### config.mk
export PLATFORM = sky130hd
export DESIGN_NAME = mra_unit
export DESIGN_NICKNAME = d
export VERILOG_FILES = /design/src/logic/mra_pkg.sv /design/src/logic/mra_unit.sv
export SDC_FILE = /design/constraint.sdc
export NUM_CORES = 1
export LEC_CHECK = 0
export BUFFER_PORTS_ARGS = -buffer_cell sky130_fd_sc_hd__buf_2
export CAP_MARGIN = 20
export CELL_PAD_IN_SITES_DETAIL_PLACEMENT = 0
export CELL_PAD_IN_SITES_GLOBAL_PLACEMENT = 2
export CORE_ASPECT_RATIO = 0.6
export CORE_MARGIN = 4
export CORE_UTILIZATION = 35
export CTS_CLUSTER_SIZE = 8
export DETAILED_ROUTE_END_ITERATION = 16
export PLACE_DENSITY_LB_ADDON = 0.1
export SYNTH_ARGS = -nofsm -noshare
export SYNTH_HDL_FRONTEND = slang
export SYNTH_SLANG_ARGS = --single-unit
### constraint.sdc
create_clock -name core_clk -period 4.8 [get_ports core_clk]
set_input_delay 0.24 -clock core_clk [delete_from_list [all_inputs] [get_ports core_clk]]
set_output_delay 0.24 -clock core_clk [all_outputs]
set_load 0.05 [all_outputs]
### src/logic/mra_pkg.sv
package mra_pkg;
    localparam int          WORD_W      = 18;
    localparam int          AXI_AW      = 8;
    // Register byte offsets
    localparam logic [7:0]  REG_CTRL    = 8'h00;
    localparam logic [7:0]  REG_SWITCH  = 8'h04;
    localparam logic [7:0]  REG_IP      = 8'h08;
    localparam logic [7:0]  REG_INDEX   = 8'h0c;
    localparam logic [7:0]  REG_LIMIT   = 8'h10;
    localparam logic [7:0]  REG_STATUS  = 8'h14;
    localparam logic [7:0]  REG_EA      = 8'h18;
    localparam logic [7:0]  REG_INSTR   = 8'h1c;
    localparam logic [7:0]  REG_DATA    = 8'h20;
    // Control and status bit positions
    localparam int          CTRL_STEP   = 0;
    localparam int          CTRL_LOAD   = 1;
    localparam int          ST_BUSY     = 0;
    localparam int          ST_SKIP     = 1;
    localparam int          ST_NMR      = 2;
    localparam int          ST_MODE_LO  = 4;
    localparam int          ST_OPC_LO   = 8;
    // Instruction fields, vector bit = 17 - documented bit
    localparam int          OPC_LO      = 14;
    localparam int          MODE_LO     = 12;
    localparam int          PAGE_LO     = 12;
    localparam int          BLOCK_LO    = 15;
    // Address modes
    localparam logic [1:0]  MODE_DIR    = 2'h0;
    localparam logic [1:0]  MODE_IDX    = 2'h1;
    localparam logic [1:0]  MODE_IND    = 2'h2;
    localparam logic [1:0]  MODE_INDX   = 2'h3;
    // Opcodes: d, e, f are the non-memory classes, e is index operate
    localparam logic [3:0]  OP_JMP      = 4'hc;
    localparam logic [3:0]  OP_NMR_MIN  = 4'hd;
    localparam logic [3:0]  OP_IDX_SKIP = 4'he;
    // Auto-increment window in page 0
    localparam logic [11:0] AINC_LO     = 12'h008;
    localparam logic [11:0] AINC_HI     = 12'h00f;
    // Timing
    localparam int          CLK_NS      = 20;
    localparam int          T_IND_NS    = 800;
    localparam int          IND_CYC     = (T_IND_NS + CLK_NS - 1) / CLK_NS;
    localparam logic [1:0]  RESP_OKAY   = 2'h0;
    localparam logic [1:0]  RESP_SLVERR = 2'h2;
    typedef enum logic [2:0] {
        S_IDLE, S_FETCH, S_DECODE, S_PTR, S_AINC, S_IWAIT, S_OPER
    } mra_state_t;
endpackage

### src/logic/mra_unit.sv
`timescale 1ns/1ps
`default_nettype none
module mra_unit (
    input  wire logic                       core_clk,
    input  wire logic                       sys_rst,
    input  wire logic [mra_pkg::AXI_AW-1:0] s_axi_awaddr,
    input  wire logic                       s_axi_awvalid,
    output logic                            s_axi_awready,
    input  wire logic [31:0]                s_axi_wdata,
    input  wire logic [3:0]                 s_axi_wstrb,
    input  wire logic                       s_axi_wvalid,
    output logic                            s_axi_wready,
    output logic [1:0]                      s_axi_bresp,
    output logic                            s_axi_bvalid,
    input  wire logic                       s_axi_bready,
    input  wire logic [mra_pkg::AXI_AW-1:0] s_axi_araddr,
    input  wire logic                       s_axi_arvalid,
    output logic                            s_axi_arready,
    output logic [31:0]                     s_axi_rdata,
    output logic [1:0]                      s_axi_rresp,
    output logic                            s_axi_rvalid,
    input  wire logic                       s_axi_rready,
    output logic                            mem_req,
    output logic                            mem_we,
    output logic [mra_pkg::WORD_W-1:0]      mem_addr,
    output logic [mra_pkg::WORD_W-1:0]      mem_wdata,
    input  wire logic [mra_pkg::WORD_W-1:0] mem_rdata,
    input  wire logic                       mem_ack
);
    import mra_pkg::*;

    typedef struct packed {
        mra_state_t         st;
        logic [WORD_W-1:0]  ip;
        logic [WORD_W-1:0]  xr;
        logic [WORD_W-1:0]  lim;
        logic [WORD_W-1:0]  sw;
        logic [WORD_W-1:0]  ir;
        logic [WORD_W-1:0]  ea;
        logic [WORD_W-1:0]  ptr;
        logic [WORD_W-1:0]  data;
        logic               skip;
        logic               nmr;
        logic               pend;
        logic [7:0]         cnt;
        logic               mreq;
        logic               mwe;
        logic [WORD_W-1:0]  maddr;
        logic [WORD_W-1:0]  mwdata;
        logic               aw_ok;
        logic [AXI_AW-1:0]  aw_addr;
        logic               w_ok;
        logic [31:0]        w_data;
        logic [3:0]         w_strb;
        logic               bvalid;
        logic [1:0]         bresp;
        logic               rvalid;
        logic [31:0]        rdata;
        logic [1:0]         rresp;
    } mra_regs_t;

    localparam logic [7:0] IND_LAST = 8'(IND_CYC - 1);

    mra_regs_t r_r;
    mra_regs_t r_nxt;

    // Byte-lane merge of a bus write into an 18-bit register
    function automatic logic [WORD_W-1:0] wr18(logic [WORD_W-1:0] old, logic [31:0] d,
                                               logic [3:0] s);
        logic [WORD_W-1:0] v;
        v = old;
        if (s[0]) v[7:0] = d[7:0];
        if (s[1]) v[15:8] = d[15:8];
        if (s[2]) v[17:16] = d[17:16];
        return v;
    endfunction

    // Page 0 auto-increment cells
    function automatic logic is_ainc(logic [WORD_W-1:0] a);
        return (a[WORD_W-1:PAGE_LO] == '0) && (a[11:0] >= AINC_LO) && (a[11:0] <= AINC_HI);
    endfunction

    // Final effective address: either a jump or an operand cycle follows
    function automatic mra_regs_t finish_ea(mra_regs_t s, logic [WORD_W-1:0] ea);
        mra_regs_t t;
        t = s;
        t.ea = ea;
        if (s.ir[WORD_W-1:OPC_LO] == OP_JMP) begin
            case (s.ir[13:MODE_LO])
                MODE_DIR: t.ip = {s.ip[WORD_W-1:PAGE_LO], ea[11:0]};
                MODE_IND: t.ip = {s.ip[WORD_W-1:BLOCK_LO], ea[14:0]};
                default:  t.ip = {s.ip[WORD_W-1], ea[16:0]};
            endcase
            t.st = S_IDLE;
        end else begin
            // Last memory cycle, after the fetch and any pointer access, reads the operand
            t.mreq  = 1'b1;
            t.mwe   = 1'b0;
            t.maddr = ea;
            t.st    = S_OPER;
        end
        return t;
    endfunction

    // Instruction fields, vector bit 17 is the word's bit 0
    logic [3:0]        opc;
    logic [1:0]        mode;
    logic [11:0]       ir_addr;
    logic [WORD_W-1:0] cpa;
    logic [WORD_W-1:0] ind_ea;
    logic [WORD_W-1:0] idx_imm;
    logic [WORD_W-1:0] xr_sum;
    logic [WORD_W-1:0] ip_wrap;
    assign opc     = r_r.ir[WORD_W-1:OPC_LO];
    assign mode    = r_r.ir[13:MODE_LO];
    assign ir_addr = r_r.ir[11:0];
    assign cpa     = {r_r.ip[WORD_W-1:PAGE_LO], ir_addr};
    assign ind_ea  = {r_r.ip[WORD_W-1:BLOCK_LO], r_r.ptr[14:0]};
    assign idx_imm = {{10{r_r.ir[7]}}, r_r.ir[7:0]};
    assign xr_sum  = r_r.xr + idx_imm;
    // Counter covers only the low 12 bits; no carry into page bits
    assign ip_wrap = {r_r.ip[WORD_W-1:PAGE_LO], r_r.ip[11:0] + 12'h001};

    // Handshake outputs straight from state
    assign s_axi_awready = !r_r.aw_ok && !r_r.bvalid;
    assign s_axi_wready  = !r_r.w_ok && !r_r.bvalid;
    assign s_axi_arready = !r_r.rvalid;
    assign s_axi_bvalid  = r_r.bvalid;
    assign s_axi_bresp   = r_r.bresp;
    assign s_axi_rvalid  = r_r.rvalid;
    assign s_axi_rdata   = r_r.rdata;
    assign s_axi_rresp   = r_r.rresp;
    assign mem_req       = r_r.mreq;
    assign mem_we        = r_r.mwe;
    assign mem_addr      = r_r.maddr;
    assign mem_wdata     = r_r.mwdata;

    // Whole next state; sequencer first so bus writes after it win where allowed
    always_comb begin
        r_nxt = r_r;
        case (r_r.st)
            S_IDLE: begin
                if (r_r.pend) begin
                    r_nxt.pend  = 1'b0;
                    r_nxt.mreq  = 1'b1;
                    r_nxt.mwe   = 1'b0;
                    r_nxt.maddr = r_r.ip;
                    r_nxt.st    = S_FETCH;
                end
            end
            S_FETCH: begin
                if (mem_ack) begin
                    r_nxt.mreq = 1'b0;
                    r_nxt.ir   = mem_rdata;
                    r_nxt.ip   = ip_wrap;
                    r_nxt.skip = 1'b0;
                    r_nxt.st   = S_DECODE;
                end
            end
            S_DECODE: begin
                r_nxt.nmr = (opc >= OP_NMR_MIN);
                r_nxt.cnt = '0;
                if (opc == OP_IDX_SKIP) begin
                    r_nxt.xr = xr_sum;
                    if ($signed(xr_sum) > $signed(r_r.lim)) begin
                        r_nxt.skip = 1'b1;
                        r_nxt.ip   = ip_wrap;
                    end
                    r_nxt.st = S_IDLE;
                end else if (opc >= OP_NMR_MIN) begin
                    r_nxt.st = S_IDLE;
                end else if (mode == MODE_DIR) begin
                    r_nxt = finish_ea(r_nxt, cpa);
                end else if (mode == MODE_IDX) begin
                    r_nxt = finish_ea(r_nxt, cpa + r_r.xr);
                end else begin
                    // Single pointer read; its contents are never re-indirected
                    r_nxt.mreq  = 1'b1;
                    r_nxt.mwe   = 1'b0;
                    r_nxt.maddr = cpa;
                    r_nxt.st    = S_PTR;
                end
            end
            S_PTR: begin
                r_nxt.cnt = r_r.cnt + 8'h01;
                if (mem_ack) begin
                    if (is_ainc(r_r.maddr)) begin
                        r_nxt.ptr    = mem_rdata + 18'h00001;
                        r_nxt.mwe    = 1'b1;
                        r_nxt.mwdata = mem_rdata + 18'h00001;
                        r_nxt.st     = S_AINC;
                    end else begin
                        r_nxt.ptr  = mem_rdata;
                        r_nxt.mreq = 1'b0;
                        r_nxt.st   = S_IWAIT;
                    end
                end
            end
            S_AINC: begin
                r_nxt.cnt = r_r.cnt + 8'h01;
                if (mem_ack) begin
                    r_nxt.mreq = 1'b0;
                    r_nxt.mwe  = 1'b0;
                    r_nxt.st   = S_IWAIT;
                end
            end
            S_IWAIT: begin
                // Pads indirect modes to the documented extra time
                r_nxt.cnt = r_r.cnt + 8'h01;
                if (r_r.cnt >= IND_LAST) begin
                    if (mode == MODE_INDX) begin
                        r_nxt = finish_ea(r_r, ind_ea + r_r.xr);
                    end else begin
                        r_nxt = finish_ea(r_r, ind_ea);
                    end
                end
            end
            S_OPER: begin
                if (mem_ack) begin
                    r_nxt.mreq = 1'b0;
                    r_nxt.data = mem_rdata;
                    r_nxt.st   = S_IDLE;
                end
            end
            default: r_nxt.st = S_IDLE;
        endcase

        // AXI write: address and data latch independently
        if (s_axi_awvalid && s_axi_awready) begin
            r_nxt.aw_ok   = 1'b1;
            r_nxt.aw_addr = s_axi_awaddr;
        end
        if (s_axi_wvalid && s_axi_wready) begin
            r_nxt.w_ok   = 1'b1;
            r_nxt.w_data = s_axi_wdata;
            r_nxt.w_strb = s_axi_wstrb;
        end
        if (r_r.bvalid && s_axi_bready) begin
            r_nxt.bvalid = 1'b0;
        end
        if (r_r.aw_ok && r_r.w_ok) begin
            r_nxt.aw_ok  = 1'b0;
            r_nxt.w_ok   = 1'b0;
            r_nxt.bvalid = 1'b1;
            r_nxt.bresp  = RESP_OKAY;
            // Sequencer-owned registers only change while idle, so no race
            case (r_r.aw_addr)
                REG_CTRL: begin
                    if (r_r.w_strb[0] && r_r.w_data[CTRL_STEP]) begin
                        r_nxt.pend = 1'b1;
                    end
                    if (r_r.w_strb[0] && r_r.w_data[CTRL_LOAD] && r_r.st == S_IDLE) begin
                        r_nxt.ip = r_r.sw;
                    end
                end
                REG_SWITCH: r_nxt.sw = wr18(r_r.sw, r_r.w_data, r_r.w_strb);
                REG_INDEX: begin
                    if (r_r.st == S_IDLE) r_nxt.xr = wr18(r_r.xr, r_r.w_data, r_r.w_strb);
                end
                REG_LIMIT: begin
                    if (r_r.st == S_IDLE) r_nxt.lim = wr18(r_r.lim, r_r.w_data, r_r.w_strb);
                end
                REG_IP, REG_STATUS, REG_EA, REG_INSTR, REG_DATA: r_nxt.bresp = RESP_OKAY;
                default: r_nxt.bresp = RESP_SLVERR;
            endcase
        end

        // AXI read: one cycle from address to data
        if (r_r.rvalid && s_axi_rready) begin
            r_nxt.rvalid = 1'b0;
        end
        if (s_axi_arvalid && s_axi_arready) begin
            r_nxt.rvalid = 1'b1;
            r_nxt.rresp  = RESP_OKAY;
            r_nxt.rdata  = '0;
            case (s_axi_araddr)
                REG_CTRL:   r_nxt.rdata[CTRL_STEP] = r_r.pend;
                REG_SWITCH: r_nxt.rdata[WORD_W-1:0] = r_r.sw;
                REG_IP:     r_nxt.rdata[WORD_W-1:0] = r_r.ip;
                REG_INDEX:  r_nxt.rdata[WORD_W-1:0] = r_r.xr;
                REG_LIMIT:  r_nxt.rdata[WORD_W-1:0] = r_r.lim;
                REG_STATUS: begin
                    r_nxt.rdata[ST_BUSY]                  = (r_r.st != S_IDLE);
                    r_nxt.rdata[ST_SKIP]                  = r_r.skip;
                    r_nxt.rdata[ST_NMR]                   = r_r.nmr;
                    r_nxt.rdata[ST_MODE_LO+1:ST_MODE_LO]  = mode;
                    r_nxt.rdata[ST_OPC_LO+3:ST_OPC_LO]    = opc;
                end
                REG_EA:     r_nxt.rdata[WORD_W-1:0] = r_r.ea;
                REG_INSTR:  r_nxt.rdata[WORD_W-1:0] = r_r.ir;
                REG_DATA:   r_nxt.rdata[WORD_W-1:0] = r_r.data;
                default:    r_nxt.rresp = RESP_SLVERR;
            endcase
        end
    end

    // Single state register, synchronous reset
    always_ff @(posedge core_clk) begin
        if (sys_rst) begin
            r_r <= '0;
        end else begin
            r_r <= r_nxt;
        end
    end

    logic [WORD_W-1:0] ip_q;
    assign ip_q = r_r.ip;
endmodule
`default_nettype wire
==> run metrics, run 1 <==
full die area=48300 µm²; flops & latches, synth=roughly 250; Final Cell Area=~18000 µm²; critical path data required time=5.27 ns; aggregate global-route resource usage=29.6%; max-cap check violation count=0; met2 track demand over resource in global routing=roughly two fifths; Final Slew Violations=0; critical path arrival=5.10 ns; Synth Cell Area=roughly 16000 µm²; fin crit period=4.63 ns; htree depth=2; sequential fraction of the synthesis area=31.4%; Yosys warning count=0; length of the first detailed-routing pass in iterations=7; met3 capacity usage during global routing=10.2%; number of global-route vias before repair=15400; Rows=59; die extent in x=281 µm; Total Routed Length=73000 µm; worst hold start=mem_rdata[0]; number of endpoints failing setup at the final stage=0; net count reported at finish=2355; initial antenna violation count=1; clock skew=0.0290 ns; register area=4930 µm²; pin count of the biggest net entering global routing=145; grt total ovfl=0; Final Wtd Congestion=0.937; routed vias=about 17000; clock network fraction of total power=between 30% and 40%; footprint of the multi-input gates=between 9000 and 10000 µm²; class of the worst hold path=primary input to flop; power density over the cells=375 nW/µm²; launch point of the worst reg-to-reg path=r_r[242]; worst max-slew margin expressed relative to the limit=22.8%; cells along the critical path=ha_1 > a21oi_1 > nand4b_1 > a21oi_2 > o21ai_0 > buf_4 > o21ai_2 > a41oi_2 > mux2i_1 > and2_1 > xnor2_1 > ha_1 > nand4_1 > o2111ai_2 > a21oi_4 > or2_2 > or4_1 > a31o_2 > a21oi_1; Register-to-Register Setup Slack=0.17 ns; startpoint class of the critical path=flop; top-level I/O count=about 160; proportion of register bits with asynchronous set or reset after synthesis=0%; Crit path depth=19; share of the clock period used by the worst path=96.6%; layout cells sized above 1=14.4%; largest vdd supply drop=0.000217 V; count of buffering cells on the critical path with inverters included=1; average via count per standard cell=5.93; type of element capturing the critical path=flop; Critical Path Start=r_r[242]; final standard cell utilization of the core=about two fifths; commonest non-fill, non-tap cells in the layout=sky130_fd_sc_hd__nand2_1, sky130_fd_sc_hd__dfxtp_1, sky130_fd_sc_hd__nor2_1; total power of the final layout=6.84 mW; Switching Fraction=38.3%; cts bufs inserted=36; hold violation total from the final report=0; relative contribution of sequential cells to total power=a little over a third; synthesized area per cell=7.44 µm²; crit-path max cell delay=0.48 ns; fill cell instance count of the final layout=4541; CP Capture Point=ip_q[0]; Die Y=~170 µm; deepest clock path buffer count=3; initial core utilization=35.8%; slowest cell on the critical path=sky130_fd_sc_hd__or4_1; CTS tree=done; detailed placement HPWL=around 55000 µm; number of enable-type register cells in the synthesized netlist=0; area of the placeable core=43800 µm²; number of standard cells after synthesis=2104; WS Path Type=flop to flop; starting DRC count in detailed routing=1752; Crit Reg-Reg Endpoint=ip_q[0]; Antenna Nets Post-Route=0; GR met1 Demand/Resource=a little over two fifths; Least-Margin Pin Slew=1.15 ns; clock-pin slew reported for the worst setup and hold paths after clock tree synthesis=0.06 ns; Post-DP Area=~17000 µm²; Int Power=about 4.2 mW; most common cell after layout, fill and taps aside=sky130_fd_sc_hd__nand2_1; combinational power share=30.6%; critical-path maximum fanout=4; CP delay by family, top=compound AO/OA/AOI/OAI gates; Port Buffers=approximately 130; count of inserted antenna diode cells=0; Fmax=0.216 GHz; run status=completed; total instance count after detailed placement=2718; root buf cell=sky130_fd_sc_hd__clkbuf_16; Leak=~7 nW; Remaining DRCs=0; Post-synth top flop=sky130_fd_sc_hd__dfxtp_1; Net Switching=around 2.6 mW; busiest layer in global routing=met1; number of cells in the finished layout apart from fillers=2794; post-synth cell types=86; average wire per cell in the routed design=26.1 µm; worst-skew pair later-pin latency=0.54 ns; first-pass GRT wire length=106000 µm; area delta synth->final=16.6%; number of cells on the worst reg-to-reg path=19; CTS sink cnt=246
-- logic make-up (layout without fill, tap and decap cells) --
logic type	Yosys count	in the layout	synth area share, %
XOR/XNOR	71	71	3.97
other	1	16	0.0239
AND/OR/NAND/NOR	820	820	23.1
adder cells (fa/ha/maj)	64	64	5.21
buffers and inverters	257	353	8.01
multiplexers	26	26	1.72
flip-flops	246	246	31.4
AO/OA/AOI/OAI	619	619	26.5
-- cells in the mapped netlist, types with 5 or more instances --
cell	number	area share, %
sky130_fd_sc_hd__a2111oi_0	6	0.34
sky130_fd_sc_hd__a211oi_1	79	3.8
sky130_fd_sc_hd__a21boi_0	5	0.24
sky130_fd_sc_hd__a21o_1	21	1.0
sky130_fd_sc_hd__a21oi_1	200	6.4
sky130_fd_sc_hd__a221o_1	12	0.77
sky130_fd_sc_hd__a221oi_1	31	1.7
sky130_fd_sc_hd__a222oi_1	10	0.64
sky130_fd_sc_hd__a22o_1	11	0.62
sky130_fd_sc_hd__a22oi_1	20	0.96
sky130_fd_sc_hd__a311oi_1	17	0.95
sky130_fd_sc_hd__a31oi_1	22	0.88
sky130_fd_sc_hd__and2_1	14	0.56
sky130_fd_sc_hd__and3_1	18	0.72
sky130_fd_sc_hd__and4_1	5	0.28
sky130_fd_sc_hd__buf_1	6	0.14
sky130_fd_sc_hd__buf_2	14	0.45
sky130_fd_sc_hd__buf_4	72	3.5
sky130_fd_sc_hd__clkbuf_1	112	2.7
sky130_fd_sc_hd__dfxtp_1	246	31
sky130_fd_sc_hd__ha_1	62	5.0
sky130_fd_sc_hd__inv_1	51	1.2
sky130_fd_sc_hd__mux2i_1	22	1.4
sky130_fd_sc_hd__nand2_1	339	8.1
sky130_fd_sc_hd__nand2b_1	16	0.64
sky130_fd_sc_hd__nand3_1	57	1.8
sky130_fd_sc_hd__nand4_1	13	0.52
sky130_fd_sc_hd__nor2_1	234	5.6
sky130_fd_sc_hd__nor2b_1	16	0.64
sky130_fd_sc_hd__nor3_1	63	2.0
sky130_fd_sc_hd__nor4_1	10	0.40
sky130_fd_sc_hd__o2111ai_1	7	0.39
sky130_fd_sc_hd__o211ai_1	9	0.43
sky130_fd_sc_hd__o21a_1	10	0.48
sky130_fd_sc_hd__o21ai_0	83	2.7
sky130_fd_sc_hd__o21bai_1	5	0.24
sky130_fd_sc_hd__o221a_2	5	0.36
sky130_fd_sc_hd__o221ai_1	5	0.28
sky130_fd_sc_hd__o22ai_1	19	0.76
sky130_fd_sc_hd__o311ai_0	5	0.28
sky130_fd_sc_hd__or3_1	9	0.36
sky130_fd_sc_hd__xnor2_1	44	2.5
sky130_fd_sc_hd__xor2_1	27	1.5
-- sequential cells by signal (all words and copies together) (netlist names) --
| signal | count |
|---|---|
| r_r | 135 |
| ip_q | 18 |
| mem_addr | 18 |
| mem_wdata | 18 |
| s_axi_rdata | 18 |
| ind_ea | 15 |
| cpa | 12 |
| opc | 4 |
| mode | 2 |
| mem_req | 1 |
| mem_we | 1 |
| s_axi_bresp | 1 |
| s_axi_bvalid | 1 |
| s_axi_rresp | 1 |
| s_axi_rvalid | 1 |
-- per-stage QoR --
stage / setup slack, ns / hold WS (ns) / TNS (ns)
after global routing: -0.0595 / 0.0339 / -0.122
after global placement: -0.133 / 0.428 / -0.385
after detailed placement: -0.236 / 0.432 / -0.708
final: 0.165 / 0.0182 / 0
after CTS: 0.0755 / 0.00385 / 0
after floorplan: 0.358 / 0.336 / 0
-- cell type report --
type | instances | share of cell area [%]
clock buffers | 38 | 5.15
clock inverters | 2 | 0.0960
inverters | 52 | 1.07
flip-flops and latches | 246 | 27.0
multi-input cells | 1616 | 53.0
repair buffers | 261 | 9.75
well taps | 579 | 3.97
-- metal layers --
layer / part of all wire, % / wire, µm
met5: 0.23 / 168
met4: 2.1 / 1560
met1: 48 / 35000
met2: 38 / 27700
met3: 12 / 8550
-- timing repair --
| item | in CTS | in global routing |
|---|---|---|
| setup endpoints to repair | 9 | 12 |
| resized for setup | 5 | 17 |
| endpoints found under the hold margin | 31 | 0 |
| hold buffers | 32 | 0 |
| buffers inserted | 0 | 1 |
| pin swaps | 1 | 10 |
-- how the worst min path moves through the flow --
stage / endpoint / slack [ns] / cells after the start
detailed placement: s_axi_rvalid / 0.43 / 2
global route: r_r[134] / 0.03 / 3
CTS: r_r[134] / 0.004 / 3
global placement: s_axi_rvalid / 0.43 / 2
finish: mem_wdata[0] / 0.02 / 2
floorplan: mem_wdata[0] / 0.34 / 1
-- worst reg2reg max path, delay by kind of cell (launching register included) --
family / cells / cell delay [ns]
AOI/OAI and AO/OA: 9 / 1.64
xor gates and xnor gates: 1 / 0.12
adders and majority gates: 2 / 0.63
buffers and inverters: 1 / 0.16
DFF: 1 / 0.32
muxes: 1 / 0.22
and+or+nand+nor: 5 / 1.49
-- power by group through the flow --
stage	logic, mW	clock network, mW	registers (mW)
CTS	1.99	2.40	2.40
global placement	1.95	0	2.44
detailed placement	1.96	0	2.44
floorplan	1.34	0	2.37
finish	2.09	2.34	2.41
global route	2.23	2.47	2.42
No activity file was read; power rests on OpenSTA's default activity.
==> run 2, diff against run 1 <==
--- a/config.mk
+++ b/config.mk
@@ -11,7 +11,7 @@
 export CELL_PAD_IN_SITES_GLOBAL_PLACEMENT = 2
 export CORE_ASPECT_RATIO = 0.6
 export CORE_MARGIN = 4
-export CORE_UTILIZATION = 35
+export CORE_UTILIZATION = 31
 export CTS_CLUSTER_SIZE = 8
 export DETAILED_ROUTE_END_ITERATION = 16
 export PLACE_DENSITY_LB_ADDON = 0.1
==> constraint.sdc (replaced) <==
create_clock -name core_clk -period 3.9 [get_ports core_clk]
set_input_delay 0.195 -clock core_clk [delete_from_list [all_inputs] [get_ports core_clk]]
set_output_delay 0.195 -clock core_clk [all_outputs]
set_load 0.05 [all_outputs]
==> run metrics, run 2 (same netlist as run 1, synthesis figures left out) <==
max-cap check violation count=0; routed vias=16900; Antenna Nets Post-Route=0; htree depth=2; total power of the final layout=about 8.8 mW; length of the first detailed-routing pass in iterations=5; fin crit period=4.14 ns; grt total ovfl=0; critical path arrival=4.63 ns; Post-DP Area=17500 µm²; clock skew=0.0319 ns; share of the clock period used by the worst path=106%; WS Path Type=flop to flop; CTS tree=done; failing checks=negative setup slack; average via count per standard cell=~5.7; first-pass GRT wire length=approximately 110000 µm; slowest cell on the critical path=sky130_fd_sc_hd__or4_1; Final Slew Violations=0; net count reported at finish=2460; crit-path max cell delay=0.39 ns; worst setup slack after layout=-0.245 ns; number of global-route vias before repair=16100; commonest non-fill, non-tap cells in the layout=sky130_fd_sc_hd__nand2_1, sky130_fd_sc_hd__dfxtp_1, sky130_fd_sc_hd__nor2_1; startpoint class of the critical path=flop; full die area=54300 µm²; post-place setup slack=-0.539 ns; largest vdd supply drop=approximately 0.00028 V; run status=finished with violations; Least-Margin Pin Slew=1.12 ns; CP most frequent cell=sky130_fd_sc_hd__nand4_1; Port Buffers=about 130; area of the placeable core=~50000 µm²; worst-skew pair later-pin latency=0.56 ns; class of the worst hold path=primary input to flop; Final Cell Area=~19000 µm²; CTS sink cnt=around 250; worst max-slew margin expressed relative to the limit=25.1%; starting DRC count in detailed routing=between 1500 and 2000; hold_ws=0.0167 ns; number of endpoints failing setup at the final stage=13; Fmax=approximately 0.24 GHz; area delta synth->final=23.6%; Setup TNS=-2.47 ns; aggregate global-route resource usage=approximately 28%; top-level I/O count=157; Total Routed Length=76800 µm; Final Wtd Congestion=approximately 0.96; initial core utilization=about a third; cells along the critical path=ha_4 > inv_2 > fa_2 > nor2b_2 > o21ai_2 > a21oi_4 > nor2_4 > a211oi_4 > nor3_2 > o21bai_1 > a21oi_2 > xnor2_1 > ha_1 > nand4_1 > nor2_2 > nand4_1 > o21ai_4 > or2_4 > or4_1 > a31o_2 > a21oi_1; critical path data required time=between 4 and 5 ns; root buf cell=sky130_fd_sc_hd__clkbuf_16; average wire per cell in the routed design=25.8 µm; fill cell instance count of the final layout=5253; register name with the most flops=r_r; type of element capturing the critical path=flop; power density over the cells=453 nW/µm²; hold violation total from the final report=0; cts bufs inserted=36; Leak=7.51 nW; most common cell after layout, fill and taps aside=sky130_fd_sc_hd__nand2_1; pin count of the biggest net entering global routing=151; clock-pin slew reported for the worst setup and hold paths after clock tree synthesis=0.06 ns; detailed placement HPWL=59400 µm; critical-path maximum fanout=4; initial antenna violation count=3; Die Y=182 µm; RSZ-0062 raised after global routing=true; number of flip-flops in the largest register=135; die extent in x=298 µm; Remaining DRCs=0; Rows=63; layout cells sized above 1=18.8%; deepest clock path buffer count=3
==> run 2: cell types whose count changed in the layout (fill, tap and decap cells not counted), sizes merged <==
cell	previous run	this run
buf	228	319
clkbuf	39	41
clkinv	1	2
dlygate4sd3	32	46
diode	0	1
==> run 2: power breakdown <==
| part | switching [mW] | internal, mW |
|---|---|---|
| clock network | 1.25 | 1.66 |
| logic | 1.92 | 0.980 |
| registers | 0.234 | 2.73 |
==> run 2: per-stage QoR <==
stage / utilization [%] / std cells
2_1_floorplan: - / 2119
3_3_place_gp: 35.3 / 2864
3_5_place_dp: 35.3 / 2864
4_1_cts: 38.6 / 2966
5_1_grt: 39.0 / 2973
6_report: 39.0 / 2974
==> run 2: final timing paths <==
check | depth (start not counted) | slack, ns | endpoint | from
worst max-delay path | 21 | -0.24 | ip_q[0] | r_r[241]
worst min-delay path | 3 | 0.02 | cpa[7] | mem_rdata[7]
worst max register to register | 21 | -0.24 | ip_q[0] | r_r[241]
worst min register to register | 2 | 0.45 | r_r[75] | r_r[75]
==> run 2: layout make-up <==
class,instances,area [µm²],share of cell area (%)
Clock buffer,40,916,4.73
Clock inverter,3,45.0,0.233
Tap cell,650,813,4.20
Inverter,52,195,1.01
Timing Repair Buffer,366,2600,13.4
Sequential cell,246,4940,25.5
Antenna cell,1,2.50,0.0129
Multi-Input combinational cell,1616,9840,50.9
==> run 2: what timing repair did <==
item                                   in CTS  in global routing
setup endpoints to repair                  13                 14
resized for setup                          31                 27
gates cloned                                0                  0
pin swaps                                  34                 28
hold buffers                               46                  0
endpoints found under the hold margin      54                  0
buffers inserted                           15                  7
==> run 2: critical path, delay by kind of cell, from the launching register on <==
| family | cells | cell delay (ns) |
|---|---|---|
| adders and majority gates | 3 | 0.78 |
| xor gates and xnor gates | 1 | 0.18 |
| and+or+nand+nor | 8 | 1.34 |
| DFF | 1 | 0.35 |
| AOI/OAI and AO/OA | 8 | 1.36 |
| buffers and inverters | 1 | 0.04 |
==> run 2: routing by layer <==
layer  share of wire [%]  vias up  global-route usage, %
met1                  51     8238                   42.6
met5               0.017        -                      0
li1                    -     7930                      -
met3                 9.6       93                   7.74
met2                  38      647                   37.3
met4                 1.9        2                   5.49
==> run 3, diff against run 2 <==
--- a/config.mk
+++ b/config.mk
@@ -11,7 +11,7 @@
 export CELL_PAD_IN_SITES_GLOBAL_PLACEMENT = 2
 export CORE_ASPECT_RATIO = 0.6
 export CORE_MARGIN = 4
-export CORE_UTILIZATION = 31
+export CORE_UTILIZATION = 30
 export CTS_CLUSTER_SIZE = 8
 export DETAILED_ROUTE_END_ITERATION = 16
 export PLACE_DENSITY_LB_ADDON = 0.1
==> run metrics, run 3 (same netlist as run 1, synthesis figures left out) <==
critical path arrival=4.78 ns; Fmax=0.233 GHz; Post-DP Area=17600 µm²; share of the clock period used by the worst path=110%; commonest non-fill, non-tap cells in the layout=sky130_fd_sc_hd__nand2_1, sky130_fd_sc_hd__dfxtp_1, sky130_fd_sc_hd__nor2_1; final standard cell utilization of the core=37.9%; Leak=7.54 nW; htree depth=2; largest vdd supply drop=0.000335 V; cts bufs inserted=37; deepest clock path buffer count=3; clock skew=0.0332 ns; length of the first detailed-routing pass in iterations=5; average via count per standard cell=5.67; Net Switching=3.42 mW; Final Cell Area=19400 µm²; Final Slew Violations=0; Switching Fraction=approximately two fifths; routed vias=17100; worst-skew pair later-pin latency=0.56 ns; area of the placeable core=between 50000 and 60000 µm²; Least-Margin Pin Slew=1.14 ns; aggregate global-route resource usage=27.3%; average wire per cell in the routed design=25.9 µm; first-pass GRT wire length=113000 µm; number of endpoints failing setup at the final stage=13; worst max-slew margin expressed relative to the limit=a little under a quarter; top-level I/O count=157; CTS tree=done; type of element capturing the critical path=flop; power density over the cells=461 nW/µm²; register area=4940 µm²; Setup TNS=-3.94 ns; hold_ws=approximately 0.052 ns; critical-path maximum fanout=4; WS Path Type=flop to flop; class of the worst hold path=primary input to flop; register name with the most flops=r_r; grt total ovfl=0; detailed placement HPWL=60100 µm; Total Routed Length=78200 µm; fill cell instance count of the final layout=5449; critical path data required time=4.38 ns; initial antenna violation count=2; max-cap check violation count=0; Die Y=185 µm; combinational power share=roughly a third; RSZ-0062 raised after global routing=true; relative contribution of sequential cells to total power=32.8%; clock-pin slew reported for the worst setup and hold paths after clock tree synthesis=approximately 0.06 ns; Int Power=5.54 mW; count of inserted antenna diode cells=0; full die area=56000 µm²; most common cell after layout, fill and taps aside=sky130_fd_sc_hd__nand2_1; number of global-route vias before repair=16200; run status=finished with violations; area delta synth->final=24.0%; failing checks=negative setup slack; die extent in x=303 µm; hold violation total from the final report=0; root buf cell=sky130_fd_sc_hd__clkbuf_16; Port Buffers=125; fin crit period=~4.3 ns; initial core utilization=roughly 31%; CTS sink cnt=246; number of cells in the finished layout apart from fillers=3012; startpoint class of the critical path=flop; total instance count after detailed placement=2907; starting DRC count in detailed routing=approximately 1700; Final Wtd Congestion=0.935; footprint of the multi-input gates=around 9800 µm²; Register-to-Register Setup Slack=-0.39 ns; Rows=64; Antenna Nets Post-Route=0; layout cells sized above 1=18.5%; Remaining DRCs=0; number of flip-flops in the largest register=135; post-place setup slack=-0.721 ns; clock network fraction of total power=34.5%; net count reported at finish=2454; total power of the final layout=8.95 mW; worst setup slack after layout=-0.394 ns; pin count of the biggest net entering global routing=111
run 3: worst max-delay path, stage by stage, from the launching register on:
cell and delay, ns:
sky130_fd_sc_hd__dfxtp_4 0.35, sky130_fd_sc_hd__ha_4 0.16, sky130_fd_sc_hd__buf_4 0.13, sky130_fd_sc_hd__a21oi_2 0.18, sky130_fd_sc_hd__nand4b_1 0.22, sky130_fd_sc_hd__a21oi_2 0.11, sky130_fd_sc_hd__o21ai_2 0.22, sky130_fd_sc_hd__o21ai_2 0.13
sky130_fd_sc_hd__a41oi_2 0.18, sky130_fd_sc_hd__mux2i_1 0.26, sky130_fd_sc_hd__and2_4 0.19, sky130_fd_sc_hd__xnor2_2 0.08, sky130_fd_sc_hd__ha_1 0.33, sky130_fd_sc_hd__nand4_1 0.14, sky130_fd_sc_hd__buf_4 0.18, sky130_fd_sc_hd__nor2_4 0.11
sky130_fd_sc_hd__buf_4 0.13, sky130_fd_sc_hd__a21oi_4 0.07, sky130_fd_sc_hd__or2_4 0.28, sky130_fd_sc_hd__or4_1 0.40, sky130_fd_sc_hd__a31o_2 0.25, sky130_fd_sc_hd__a21oi_2 0.11
run 3: power groups by stage:
stage          Sequential (mW)  Combinational, mW  Clock (mW)
4_1_cts                   2.93               2.84        3.16
3_5_place_dp              2.98               2.64           0
6_report                  2.94               2.93        3.09
5_1_grt                   2.96               3.10        3.26
2_1_floorplan             2.92               1.71           0
3_3_place_gp              2.98               2.63           0
run 3: metal layers:
metal	global-route usage (%)	vias to the layer above	share of wire, %
li1	-	7924	-
met1	42.2	8364	50
met2	37.4	709	39
met3	7.52	94	9.7
met4	4.80	0	1.7
met5	0	-	0
run 3: worst paths after layout:
path / start / to / depth (start not counted)
setup / recovery: cpa[0] / ip_q[0] / 21
hold / removal: mem_rdata[5] / r_r[138] / 3
setup reg to reg: cpa[0] / ip_q[0] / 21
hold reg to reg: r_r[75] / r_r[75] / 2
run 3: layout make-up:
| cell class | instances | area share, % |
|---|---|---|
| Clock buffer | 42 | 5.02 |
| Tap cell | 693 | 4.47 |
| Inverter | 52 | 1.01 |
| Timing Repair Buffer | 359 | 13.1 |
| Clock inverter | 4 | 0.367 |
| Multi-Input combinational cell | 1616 | 50.6 |
| Sequential cell | 246 | 25.4 |
run 3: repair_timing:
| item | 4_1_cts | 5_1_grt |
|---|---|---|
| gates resized for setup | 40 | 13 |
| endpoints found under the hold margin | 55 | 0 |
| setup buffers | 11 | 2 |
| hold buffers | 47 | 0 |
| pin swaps | 31 | 11 |
| setup endpoints to repair | 14 | 16 |
